File: config.mk
export PLATFORM = sky130hd
export DESIGN_NAME = switch_global_config_regs
export DESIGN_NICKNAME = d
export VERILOG_FILES = /design/src/hdl/glob_cfg_pkg.sv /design/src/hdl/switch_global_config_regs.sv /design/src/hdl/prio_lookup.sv
export SDC_FILE = /design/constraint.sdc
export NUM_CORES = 1
export LEC_CHECK = 0
export BUFFER_PORTS_ARGS = -buffer_cell sky130_fd_sc_hd__clkbuf_2
export CORE_MARGIN = 3
export CORE_UTILIZATION = 56
export CTS_CLUSTER_DIAMETER = 200
export DETAILED_ROUTE_END_ITERATION = 10
export GPL_TIMING_DRIVEN = 0
export HOLD_SLACK_MARGIN = 0.15
export PLACE_DENSITY = 0.91
export SYNTH_ARGS = -nofsm -noshare
export SYNTH_HDL_FRONTEND = slang
export SYNTH_SLANG_ARGS = --single-unit
File: constraint.sdc
create_clock -name clk_i -period 1.7 [get_ports clk_i]
set_input_delay 0.085 -clock clk_i [delete_from_list [all_inputs] [get_ports clk_i]]
set_output_delay 0.085 -clock clk_i [all_outputs]
set_load 0.1 [all_outputs]
File: src/hdl/glob_cfg_pkg.sv
// glob_cfg_pkg: offsets, field positions and reset values of the global configuration bank
// assumes byte-wide register access with 8-bit offsets
package glob_cfg_pkg;
	localparam logic [7:0] OFF_TEST_A      = 8'h08;
	localparam logic [7:0] OFF_TEST_B      = 8'h09;
	localparam logic [7:0] OFF_TEST_C      = 8'h0a;
	localparam logic [7:0] OFF_CLK_SEL     = 8'h0b;
	localparam logic [7:0] OFF_PRIO_LOW    = 8'h0c;
	localparam logic [7:0] OFF_PRIO_HIGH   = 8'h0d;
	localparam logic [7:0] OFF_UNKNOWN     = 8'h0e;
	localparam logic [7:0] OFF_PHY_BASE    = 8'h0f;
	localparam logic [7:0] RST_TEST_A      = 8'h00;
	localparam logic [7:0] RST_TEST_B      = 8'h24;
	localparam logic [7:0] RST_TEST_C      = 8'h35;
	localparam logic [1:0] RST_CLK_SEL     = 2'h2;
	localparam logic [5:0] CLK_SEL_RSVD    = 6'h08;
	localparam logic [7:0] RST_PRIO_LOW    = 8'h50;
	localparam logic [7:0] RST_PRIO_HIGH   = 8'hfa;
	localparam logic [7:0] RST_UNKNOWN     = 8'h47;
	localparam logic [7:0] UNKNOWN_WMASK   = 8'hef;
	localparam logic [4:0] RST_PHY_BASE    = 5'h01;
	localparam int         CLK_SEL_LSB     = 6;
	localparam int         UNK_EN_BIT      = 7;
	localparam int         DRIVE_BIT       = 6;
	localparam int         PHY_LSB         = 3;
	localparam logic [1:0] CLK_31M         = 2'h0;
	localparam logic [1:0] CLK_62M         = 2'h1;
	localparam logic [1:0] CLK_125M        = 2'h2;
	localparam logic [4:0] PHY_LAST_VALID  = 5'h1d;
endpackage : glob_cfg_pkg

File: src/hdl/switch_global_config_regs.sv
// switch_global_config_regs: global configuration bytes 0x08-0x0f of a three-port switch
// assumes a byte-wide register port from the management/host interface on clk_i
// Notes on behaviour
// two-bit field bits 7-6 chooses interface clock 31.25/62.5/125 MHz; resets to 10
// host should pick 31.25 MHz when fast access is not needed, saving power
// tag 0-3 priority from low map register bit pairs 1-0 through 7-6
// low map resets tags 0,1 to 00 and tags 2,3 to 01
// tags 4-7 use high map register pairs; reset 10,10,11,11
// bit 7 enables sending unknown-destination frames only to masked ports; reset 0
// mask bits 2-0 select ports 1-3, one includes; resets to 111
// bit 6 drives pads: one 16mA, zero 8mA; resets to one
// bits 7-3 give port 1 PHY address, 1..29 valid; resets 00001
// port 2 PHY address is port 1 address plus one
// test registers 0x08-0x0a read-only 0x00, 0x24, 0x35
// clock register bits 5-0 read-only as 001000
// unknown reg bits 5,3 writable reset 0, bit 4 zero; PHY bits 2-0 zero
// read-only bits ignore writes; fields hold reset values until written
`timescale 1ns/100ps
module switch_global_config_regs
	import glob_cfg_pkg::*;
(
	// clock and reset
	input  wire logic       clk_i,
	input  wire logic       rst_n_i,
	// register port
	input  wire logic [7:0] reg_addr_i,
	input  wire logic       reg_wr_i,
	input  wire logic [7:0] reg_wdata_i,
	output logic      [7:0] reg_rdata_o,
	// interface clock select
	output logic      [1:0] if_clk_sel_o,
	// priority lookup
	input  wire logic [2:0] tag_i,
	output logic      [1:0] tag_prio_o,
	// unknown destination forwarding
	output logic            unknown_fwd_en_o,
	output logic      [2:0] unknown_port_mask_o,
	// pads and phy addressing
	output logic            pad_drive_16ma_o,
	output logic      [4:0] port1_phy_addr_o,
	output logic      [4:0] port2_phy_addr_o,
	output logic            phy_addr_valid_o
);
	logic [1:0] clk_sel;
	logic [7:0] prio_low;
	logic [7:0] prio_high;
	logic [7:0] unknown_cfg;
	logic [4:0] phy_base;
	logic [1:0] next_clk_sel;
	logic [7:0] next_prio_low;
	logic [7:0] next_prio_high;
	logic [7:0] next_unknown_cfg;
	logic [4:0] next_phy_base;
	logic [1:0] past_clk_sel;

	// write decode; read-only bits never take write data
	always_comb begin
		next_clk_sel     = clk_sel;
		next_prio_low    = prio_low;
		next_prio_high   = prio_high;
		next_unknown_cfg = unknown_cfg;
		next_phy_base    = phy_base;
		if (reg_wr_i) begin
			case (reg_addr_i)
				OFF_CLK_SEL:   next_clk_sel     = reg_wdata_i[CLK_SEL_LSB +: 2];
				OFF_PRIO_LOW:  next_prio_low    = reg_wdata_i;
				OFF_PRIO_HIGH: next_prio_high   = reg_wdata_i;
				OFF_UNKNOWN:   next_unknown_cfg = reg_wdata_i & UNKNOWN_WMASK;
				OFF_PHY_BASE:  next_phy_base    = reg_wdata_i[PHY_LSB +: 5];
				default:       next_clk_sel     = clk_sel;
			endcase
		end
	end

	// register state, reset values on system reset
	always_ff @(posedge clk_i or negedge rst_n_i) begin
		if (!rst_n_i) begin
			clk_sel      <= RST_CLK_SEL;
			prio_low     <= RST_PRIO_LOW;
			prio_high    <= RST_PRIO_HIGH;
			unknown_cfg  <= RST_UNKNOWN;
			phy_base     <= RST_PHY_BASE;
			past_clk_sel <= RST_CLK_SEL;
		end else begin
			clk_sel      <= next_clk_sel;
			prio_low     <= next_prio_low;
			prio_high    <= next_prio_high;
			unknown_cfg  <= next_unknown_cfg;
			phy_base     <= next_phy_base;
			past_clk_sel <= clk_sel;
		end
	end

	// read mux, unmapped offsets read zero
	always_comb begin
		case (reg_addr_i)
			OFF_TEST_A:    reg_rdata_o = RST_TEST_A;
			OFF_TEST_B:    reg_rdata_o = RST_TEST_B;
			OFF_TEST_C:    reg_rdata_o = RST_TEST_C;
			OFF_CLK_SEL:   reg_rdata_o = {clk_sel, CLK_SEL_RSVD};
			OFF_PRIO_LOW:  reg_rdata_o = prio_low;
			OFF_PRIO_HIGH: reg_rdata_o = prio_high;
			OFF_UNKNOWN:   reg_rdata_o = unknown_cfg;
			OFF_PHY_BASE:  reg_rdata_o = {phy_base, 3'h0};
			default:       reg_rdata_o = 8'h00;
		endcase
	end

	// configuration outputs toward the switch core
	// port 2 address is cut to five bits on purpose, so 11111 wraps to 00000
	// invalid base codes are kept as written and only flagged through phy_addr_valid_o
	always_comb begin
		if_clk_sel_o        = clk_sel;
		unknown_fwd_en_o    = unknown_cfg[UNK_EN_BIT];
		unknown_port_mask_o = unknown_cfg[2:0];
		pad_drive_16ma_o    = unknown_cfg[DRIVE_BIT];
		port1_phy_addr_o    = phy_base;
		port2_phy_addr_o    = 5'(phy_base + 5'h01);
		phy_addr_valid_o    = (phy_base != 5'h00) && (phy_base <= PHY_LAST_VALID);
	end

	// tag to priority lookup
	prio_lookup u_prio (
		.map_low_i  (prio_low),
		.map_high_i (prio_high),
		.tag_i      (tag_i),
		.prio_o     (tag_prio_o)
	);

	// register write, hold and read checks
	a_clk_sel_write: assert property (@(posedge clk_i) disable iff (!rst_n_i)
		reg_wr_i && reg_addr_i == OFF_CLK_SEL |=> if_clk_sel_o == $past(reg_wdata_i[7:6]))
		else $error("clock select not written");
	a_clk_rsvd_const: assert property (@(posedge clk_i) disable iff (!rst_n_i)
		reg_addr_i == OFF_CLK_SEL |-> reg_rdata_o[5:0] == 6'h08)
		else $error("clock reserved bits wrong");
	a_clk_sel_hold: assert property (@(posedge clk_i) disable iff (!rst_n_i)
		!(reg_wr_i && reg_addr_i == OFF_CLK_SEL) |=> clk_sel == past_clk_sel)
		else $error("clock select changed without write");
	a_prio_low_map: assert property (@(posedge clk_i) disable iff (!rst_n_i)
		tag_i == 3'h3 |-> tag_prio_o == prio_low[7:6])
		else $error("tag three priority wrong");
	a_prio_high_map: assert property (@(posedge clk_i) disable iff (!rst_n_i)
		tag_i == 3'h4 |-> tag_prio_o == prio_high[1:0])
		else $error("tag four priority wrong");
	a_test_reg_ro: assert property (@(posedge clk_i) disable iff (!rst_n_i)
		reg_addr_i == OFF_TEST_C |-> reg_rdata_o == 8'h35)
		else $error("test register c wrong");
	a_unknown_bit4: assert property (@(posedge clk_i) disable iff (!rst_n_i)
		reg_wr_i && reg_addr_i == OFF_UNKNOWN ##1 reg_addr_i == OFF_UNKNOWN |-> reg_rdata_o[4] == 1'b0)
		else $error("reserved bit 4 not zero");
	a_unknown_mask: assert property (@(posedge clk_i) disable iff (!rst_n_i)
		reg_wr_i && reg_addr_i == OFF_UNKNOWN |=> unknown_port_mask_o == $past(reg_wdata_i[2:0]))
		else $error("port mask not written");
	a_port2_phy: assert property (@(posedge clk_i) disable iff (!rst_n_i)
		port2_phy_addr_o == port1_phy_addr_o + 5'h01)
		else $error("port 2 phy address wrong");
	a_drive_write: assert property (@(posedge clk_i) disable iff (!rst_n_i)
		reg_wr_i && reg_addr_i == OFF_UNKNOWN |=> pad_drive_16ma_o == $past(reg_wdata_i[6]))
		else $error("drive strength not written");

	// reset values, sampled at the first edge after release
	a_reset_clk_sel: assert property (@(posedge clk_i) disable iff (!rst_n_i)
		$rose(rst_n_i) |-> if_clk_sel_o == 2'h2)
		else $error("clock select reset value wrong");
	a_reset_prio_maps: assert property (@(posedge clk_i) disable iff (!rst_n_i)
		$rose(rst_n_i) |-> prio_low == 8'h50 && prio_high == 8'hfa)
		else $error("priority map reset value wrong");
	a_reset_unknown: assert property (@(posedge clk_i) disable iff (!rst_n_i)
		$rose(rst_n_i) |-> !unknown_fwd_en_o && unknown_port_mask_o == 3'h7 && pad_drive_16ma_o)
		else $error("unknown forwarding reset value wrong");
	a_reset_phy_base: assert property (@(posedge clk_i) disable iff (!rst_n_i)
		$rose(rst_n_i) |-> port1_phy_addr_o == 5'h01)
		else $error("phy base reset value wrong");

	// writes land one edge after the strobe, other offsets leave state alone
	a_prio_low_write: assert property (@(posedge clk_i) disable iff (!rst_n_i)
		reg_wr_i && reg_addr_i == OFF_PRIO_LOW |=> prio_low == $past(reg_wdata_i))
		else $error("low priority map not written");
	a_prio_high_write: assert property (@(posedge clk_i) disable iff (!rst_n_i)
		reg_wr_i && reg_addr_i == OFF_PRIO_HIGH |=> prio_high == $past(reg_wdata_i))
		else $error("high priority map not written");
	a_phy_base_write: assert property (@(posedge clk_i) disable iff (!rst_n_i)
		reg_wr_i && reg_addr_i == OFF_PHY_BASE |=> port1_phy_addr_o == $past(reg_wdata_i[7:3]))
		else $error("phy base not written");
	a_unknown_enable: assert property (@(posedge clk_i) disable iff (!rst_n_i)
		reg_wr_i && reg_addr_i == OFF_UNKNOWN |=> unknown_fwd_en_o == $past(reg_wdata_i[7]))
		else $error("forwarding enable not written");
	a_unknown_rsvd_bits: assert property (@(posedge clk_i) disable iff (!rst_n_i)
		reg_wr_i && reg_addr_i == OFF_UNKNOWN |=>
		unknown_cfg[5:3] == {$past(reg_wdata_i[5]), 1'b0, $past(reg_wdata_i[3])})
		else $error("reserved unknown bits wrong");
	a_unmapped_write: assert property (@(posedge clk_i) disable iff (!rst_n_i)
		reg_wr_i && (reg_addr_i < OFF_CLK_SEL || reg_addr_i > OFF_PHY_BASE) |=>
		$stable({clk_sel, prio_low, prio_high, unknown_cfg, phy_base}))
		else $error("state changed on read-only write");

	// read path and fixed bytes
	a_test_a_ro: assert property (@(posedge clk_i) disable iff (!rst_n_i)
		reg_addr_i == OFF_TEST_A |-> reg_rdata_o == 8'h00)
		else $error("test register a wrong");
	a_test_b_ro: assert property (@(posedge clk_i) disable iff (!rst_n_i)
		reg_addr_i == OFF_TEST_B |-> reg_rdata_o == 8'h24)
		else $error("test register b wrong");
	a_clk_read_back: assert property (@(posedge clk_i) disable iff (!rst_n_i)
		reg_addr_i == OFF_CLK_SEL |-> reg_rdata_o[7:6] == if_clk_sel_o)
		else $error("clock select read back wrong");
	a_prio_low_read: assert property (@(posedge clk_i) disable iff (!rst_n_i)
		reg_addr_i == OFF_PRIO_LOW |-> reg_rdata_o == prio_low)
		else $error("low priority map read back wrong");
	a_prio_high_read: assert property (@(posedge clk_i) disable iff (!rst_n_i)
		reg_addr_i == OFF_PRIO_HIGH |-> reg_rdata_o == prio_high)
		else $error("high priority map read back wrong");
	a_unknown_read_back: assert property (@(posedge clk_i) disable iff (!rst_n_i)
		reg_addr_i == OFF_UNKNOWN |->
		reg_rdata_o == {unknown_fwd_en_o, pad_drive_16ma_o, unknown_cfg[5:3], unknown_port_mask_o})
		else $error("unknown register read back wrong");
	a_phy_read_back: assert property (@(posedge clk_i) disable iff (!rst_n_i)
		reg_addr_i == OFF_PHY_BASE |-> reg_rdata_o == {port1_phy_addr_o, 3'h0})
		else $error("phy base read back wrong");

	// lookup at the two ends of the map
	a_prio_tag_zero: assert property (@(posedge clk_i) disable iff (!rst_n_i)
		tag_i == 3'h0 |-> tag_prio_o == prio_low[1:0])
		else $error("tag zero priority wrong");
	a_prio_tag_seven: assert property (@(posedge clk_i) disable iff (!rst_n_i)
		tag_i == 3'h7 |-> tag_prio_o == prio_high[7:6])
		else $error("tag seven priority wrong");

	// phy address validity flag
	a_phy_valid_flag: assert property (@(posedge clk_i) disable iff (!rst_n_i)
		phy_addr_valid_o == !(port1_phy_addr_o inside {5'h00, 5'h1e, 5'h1f}))
		else $error("phy valid flag wrong");
endmodule : switch_global_config_regs

File: src/hdl/prio_lookup.sv
// prio_lookup: picks the two-bit egress priority for a three-bit 802.1p tag
// assumes the two mapping bytes come from the register bank on the same clock
`timescale 1ns/100ps
module prio_lookup (
	// mapping registers
	input  wire logic [7:0] map_low_i,
	input  wire logic [7:0] map_high_i,
	// lookup
	input  wire logic [2:0] tag_i,
	output logic      [1:0] prio_o
);
	logic [15:0] table_bits;

	// tags 0-3 in low byte, 4-7 in high byte, two bits per tag
	always_comb begin
		table_bits = {map_high_i, map_low_i};
		prio_o     = table_bits[{tag_i, 1'b0} +: 2];
	end
endmodule : prio_lookup

==> metrics.txt, run 1 <==
Seq/Total Area, Yosys 42.5%; placed cells 240; top cells by area, synth mux2_2 (23%), dfrtp_1 (22%), dfstp_2 (20%); EDFF count, synth 0; clock buffer depth 2; Synthesis Warnings 0; Err [ERROR DPL-0033] detailed placement checks failed during check placement.; most common cell in the netlist mux2_2; hold buffer count at cts 9; Post-Synthesis Cell Area 1810 µm²; io pins 50; ys async rst share 100%; Yosys reg bits 30; Fail Step clock tree synthesis; initial core utilization 61.8%; routability cong. 0.915; total CTS buffers 5; Avg Cell Area, Syn 12.1 µm²; Yosys cell types 40; DP Wirelength 3.63 mm; clk sinks 30; pre-CTS WS -0.179 ns; CTS root buf clkbuf_4; H-Tree Depth 2; status did not finish; row count 19; Syn Nets 175; area leader, netlist mux2_2; top cell type's share of synthesized area 23.0%; Die Y 62.8 µm; Post-CTS Setup Inserts 8; count of input and output buffers 48; CTS resizes 50; Syn Inst Count 150; synth cell count leaders mux2_2 (37), dfrtp_1 (16), dfstp_2 (14); Synth Flop Type dfrtp_1; Die Wd 62.8 µm
## logic make-up after synthesis
logic type	after synthesis	synth area share, %
xor+xnor	3	1.45
buf+inv	14	4.15
simple gates	39	13.9
fa+ha+maj	3	2.08
flops	30	42.5
compound gates	17	6.23
mux	44	29.7
## metrics by stage
stage / setup TNS [ns] / cell area, µm²
detailed placement: -0.272 / 2390
global placement: -0.234 / 2390
floorplan: -3.20 / 2090
==> inputs of run 2 (changes only) <==
CORE_UTILIZATION = 40   (was 56)
CTS_CLUSTER_DIAMETER = unset   (was 200)
HOLD_SLACK_MARGIN = unset   (was 0.15)
PLACE_DENSITY = unset   (was 0.91)
PLACE_DENSITY_LB_ADDON = 0.15   (was unset)
==> metrics.txt, run 2 <==
row count 23 (+4); initial core utilization 43.3% (-19 points); EDFF count, synth 0 (unchanged); Hold Crit Endpoint prio_high[2]; critical path type flop to primary output; post-route cell area 2810 µm²; CTS root buf clkbuf_8; DR iter-0 viols 60; Final Net Count 238; # DRC 0; status finished, violations left; top cells by area, synth mux2_2 (23%), dfrtp_1 (22%), dfstp_2 (20%); CP Data Arrival Time 1.77 ns; worst path required time 1.62 ns; R2R setup slack 0.71 ns; share of layout cells above drive strength 1 78.0%; clk_skew 0 ns; Storage cell area 797 µm²; Clock Latency Late Sink 0.28 ns; Lkg Pwr 1.24 nW; Hold Path Stages 2; GRT overflow 0; # diodes 0; Avg Cell Area, Syn 12.1 µm² (unchanged); GRT Resource Usage Total 21.1%; total negative slack -0.568 ns; first drt pass iteration count 4; placed inst area 2400 µm² (+0.42%); FF-to-FF End port1_phy_addr_o[0]; R2R cell count 2; biggest regs prio_high (8), prio_low (8), unknown_cfg (7); first-pass GRT wire length 8.33 mm; post-DR wirelength/cell 20.3 µm; Via density 5.73; area leader, netlist mux2_2; Max VDD drop 0.610 mV; number of antenna violations at the first check in global routing 0; synth cell count leaders mux2_2 (37), dfrtp_1 (16), dfstp_2 (14); final WL 5.35 mm; fin worst setup slack -0.150 ns; Die Y 73.2 µm (+17%); Post-Synthesis Cell Area 1810 µm² (unchanged); hold wc startpoint reg_wdata_i[2]; io pins 50 (unchanged); Syn Inst Count 150 (unchanged); Final Hold Violating Endpoints 0; Slew @ Worst Pin 0.742 ns; Seq/Total Area, Yosys 42.5% (unchanged); commonest non-fill, non-tap cell in the layout clkbuf_2; clk sinks 30 (unchanged); CP Capture Type primary output; routability cong. 0.789 (-14%); clock buffer depth 2 (unchanged); top cell type's share of synthesized area 23.0% (unchanged); final setup fails 8; unrepaired setup endpoints after global routing true; most frequent cells in the layout clkbuf_2 (33), mux2_2 (32), buf_4 (15), dfstp_2 (11), dfrtp_1 (10); Hold Path Class primary input to flop; most common cell in the netlist mux2_2; CP startpoint kind flop; Clk pin slew, worst setup/hold paths 0.06 ns; R2R Path Start port1_phy_addr_o[0]; Fill cells 303; violated checks negative setup slack; H-Tree Depth 2 (unchanged); relative slew slack 50.5%; Core Region 4170 µm²; Syn Nets 175 (unchanged); Synthesis Warnings 0 (unchanged); Die Wd 73.2 µm (+17%); multi-input logic area 1270 µm²; Tcrit/Tclk final 109%; CTS tree yes; min cycle time layout 1.85 ns; Synth Flop Type dfrtp_1; max-slew violations 0; largest net degree at the start of global routing 31; max_cap viols 0; vias in the first global route 1608; ys async rst share 100% (unchanged); Yosys reg bits 30 (unchanged); number of routed nets with antenna violations 0; count of input and output buffers 48 (unchanged); worst-path fanout max 5; Max Fclk 540 MHz; Via Count 1514; power per cell area 705 nW/µm²; Yosys cell types 40 (unchanged); total CTS buffers 5 (unchanged); Die ar. 5360 µm²; area delta synth->final 55.3%; DP Wirelength 3.88 mm (+7.0%)
-- run 2: stage by stage --
step / setup slack, ns / util [%] / hold WS (ns) / instances / power, mW
6_report: -0.150 / 67.3 / 0.0634 / 264 / 1.98
2_1_floorplan: -0.703 / - / -0.211 / 150 / 1.21
3_3_place_gp: -0.158 / 57.4 / 0.154 / 248 / 1.31
4_1_cts: -0.147 / 65.5 / 0.0615 / 258 / 1.97
3_5_place_dp: -0.246 / 57.4 / 0.183 / 248 / 1.32
5_1_grt: -0.204 / 67.3 / 0.0703 / 264 / 2.08
-- run 2: layer usage --
layer | GRT usage (%) | vias to the layer above | wire [µm]
met2 | 35.6 | 60 | 2780
li1 | - | 678 | -
met4 | 6.76 | 0 | 87
met5 | 0 | - | 0
met3 | 4.55 | 10 | 242
met1 | 26.8 | 766 | 2240
-- run 2: critical path: stages (launching register included) --
cell	delay, ns
dfstp_4	0.47
buf_4	0.17
ha_1	0.19
nand4b_1	0.23
a21oi_4	0.18
nor2_4	0.06
clkbuf_16	0.19
-- run 2: logic make-up after synthesis --
family	after synthesis	synth area share, %
mux	44	29.7
simple gates	39	13.9
xor+xnor	3	1.45
compound gates	17	6.23
flops	30	42.5
buf+inv	14	4.15
fa+ha+maj	3	2.08
-- run 2: where the power goes --
part,total [mW],internal [mW],switching (mW)
Sequential,0.806,0.767,0.0390
Clock,0.584,0.326,0.258
Combinational,0.590,0.209,0.381
Total,1.98,1.30,0.678
-- run 2: worst max-delay path by stage --
stage | start | end | depth (start not counted)
2_1_floorplan | port1_phy_addr_o[0] | phy_addr_valid_o | 4
3_3_place_gp | port1_phy_addr_o[0] | port2_phy_addr_o[4] | 4
3_5_place_dp | port1_phy_addr_o[0] | port2_phy_addr_o[4] | 4
4_1_cts | port1_phy_addr_o[0] | reg_rdata_o[3] | 4
5_1_grt | port1_phy_addr_o[0] | phy_addr_valid_o | 6
6_report | port1_phy_addr_o[0] | phy_addr_valid_o | 6
-- run 2: area by class of cell --
| cell class | count | share of cell area [%] |
|---|---|---|
| Clock inverter | 1 | 0.178 |
| Timing Repair Buffer | 57 | 18.1 |
| Multi-Input combinational cell | 106 | 45.1 |
| Clock buffer | 7 | 3.07 |
| Inverter | 4 | 0.668 |
| Buffer | 9 | 2.23 |
| Sequential cell | 30 | 28.4 |
| Tap cell | 50 | 2.23 |
-- run 2: timing repair --
action | CTS | global route
endpoints found under the hold margin | 16 | 0
pin swaps | 7 | 1
setup endpoints to repair | 15 | 15
hold buffers | 1 | 0
gates resized for setup | 44 | 16
setup buffers | 2 | 6
(Power assumes the default switching activity.)
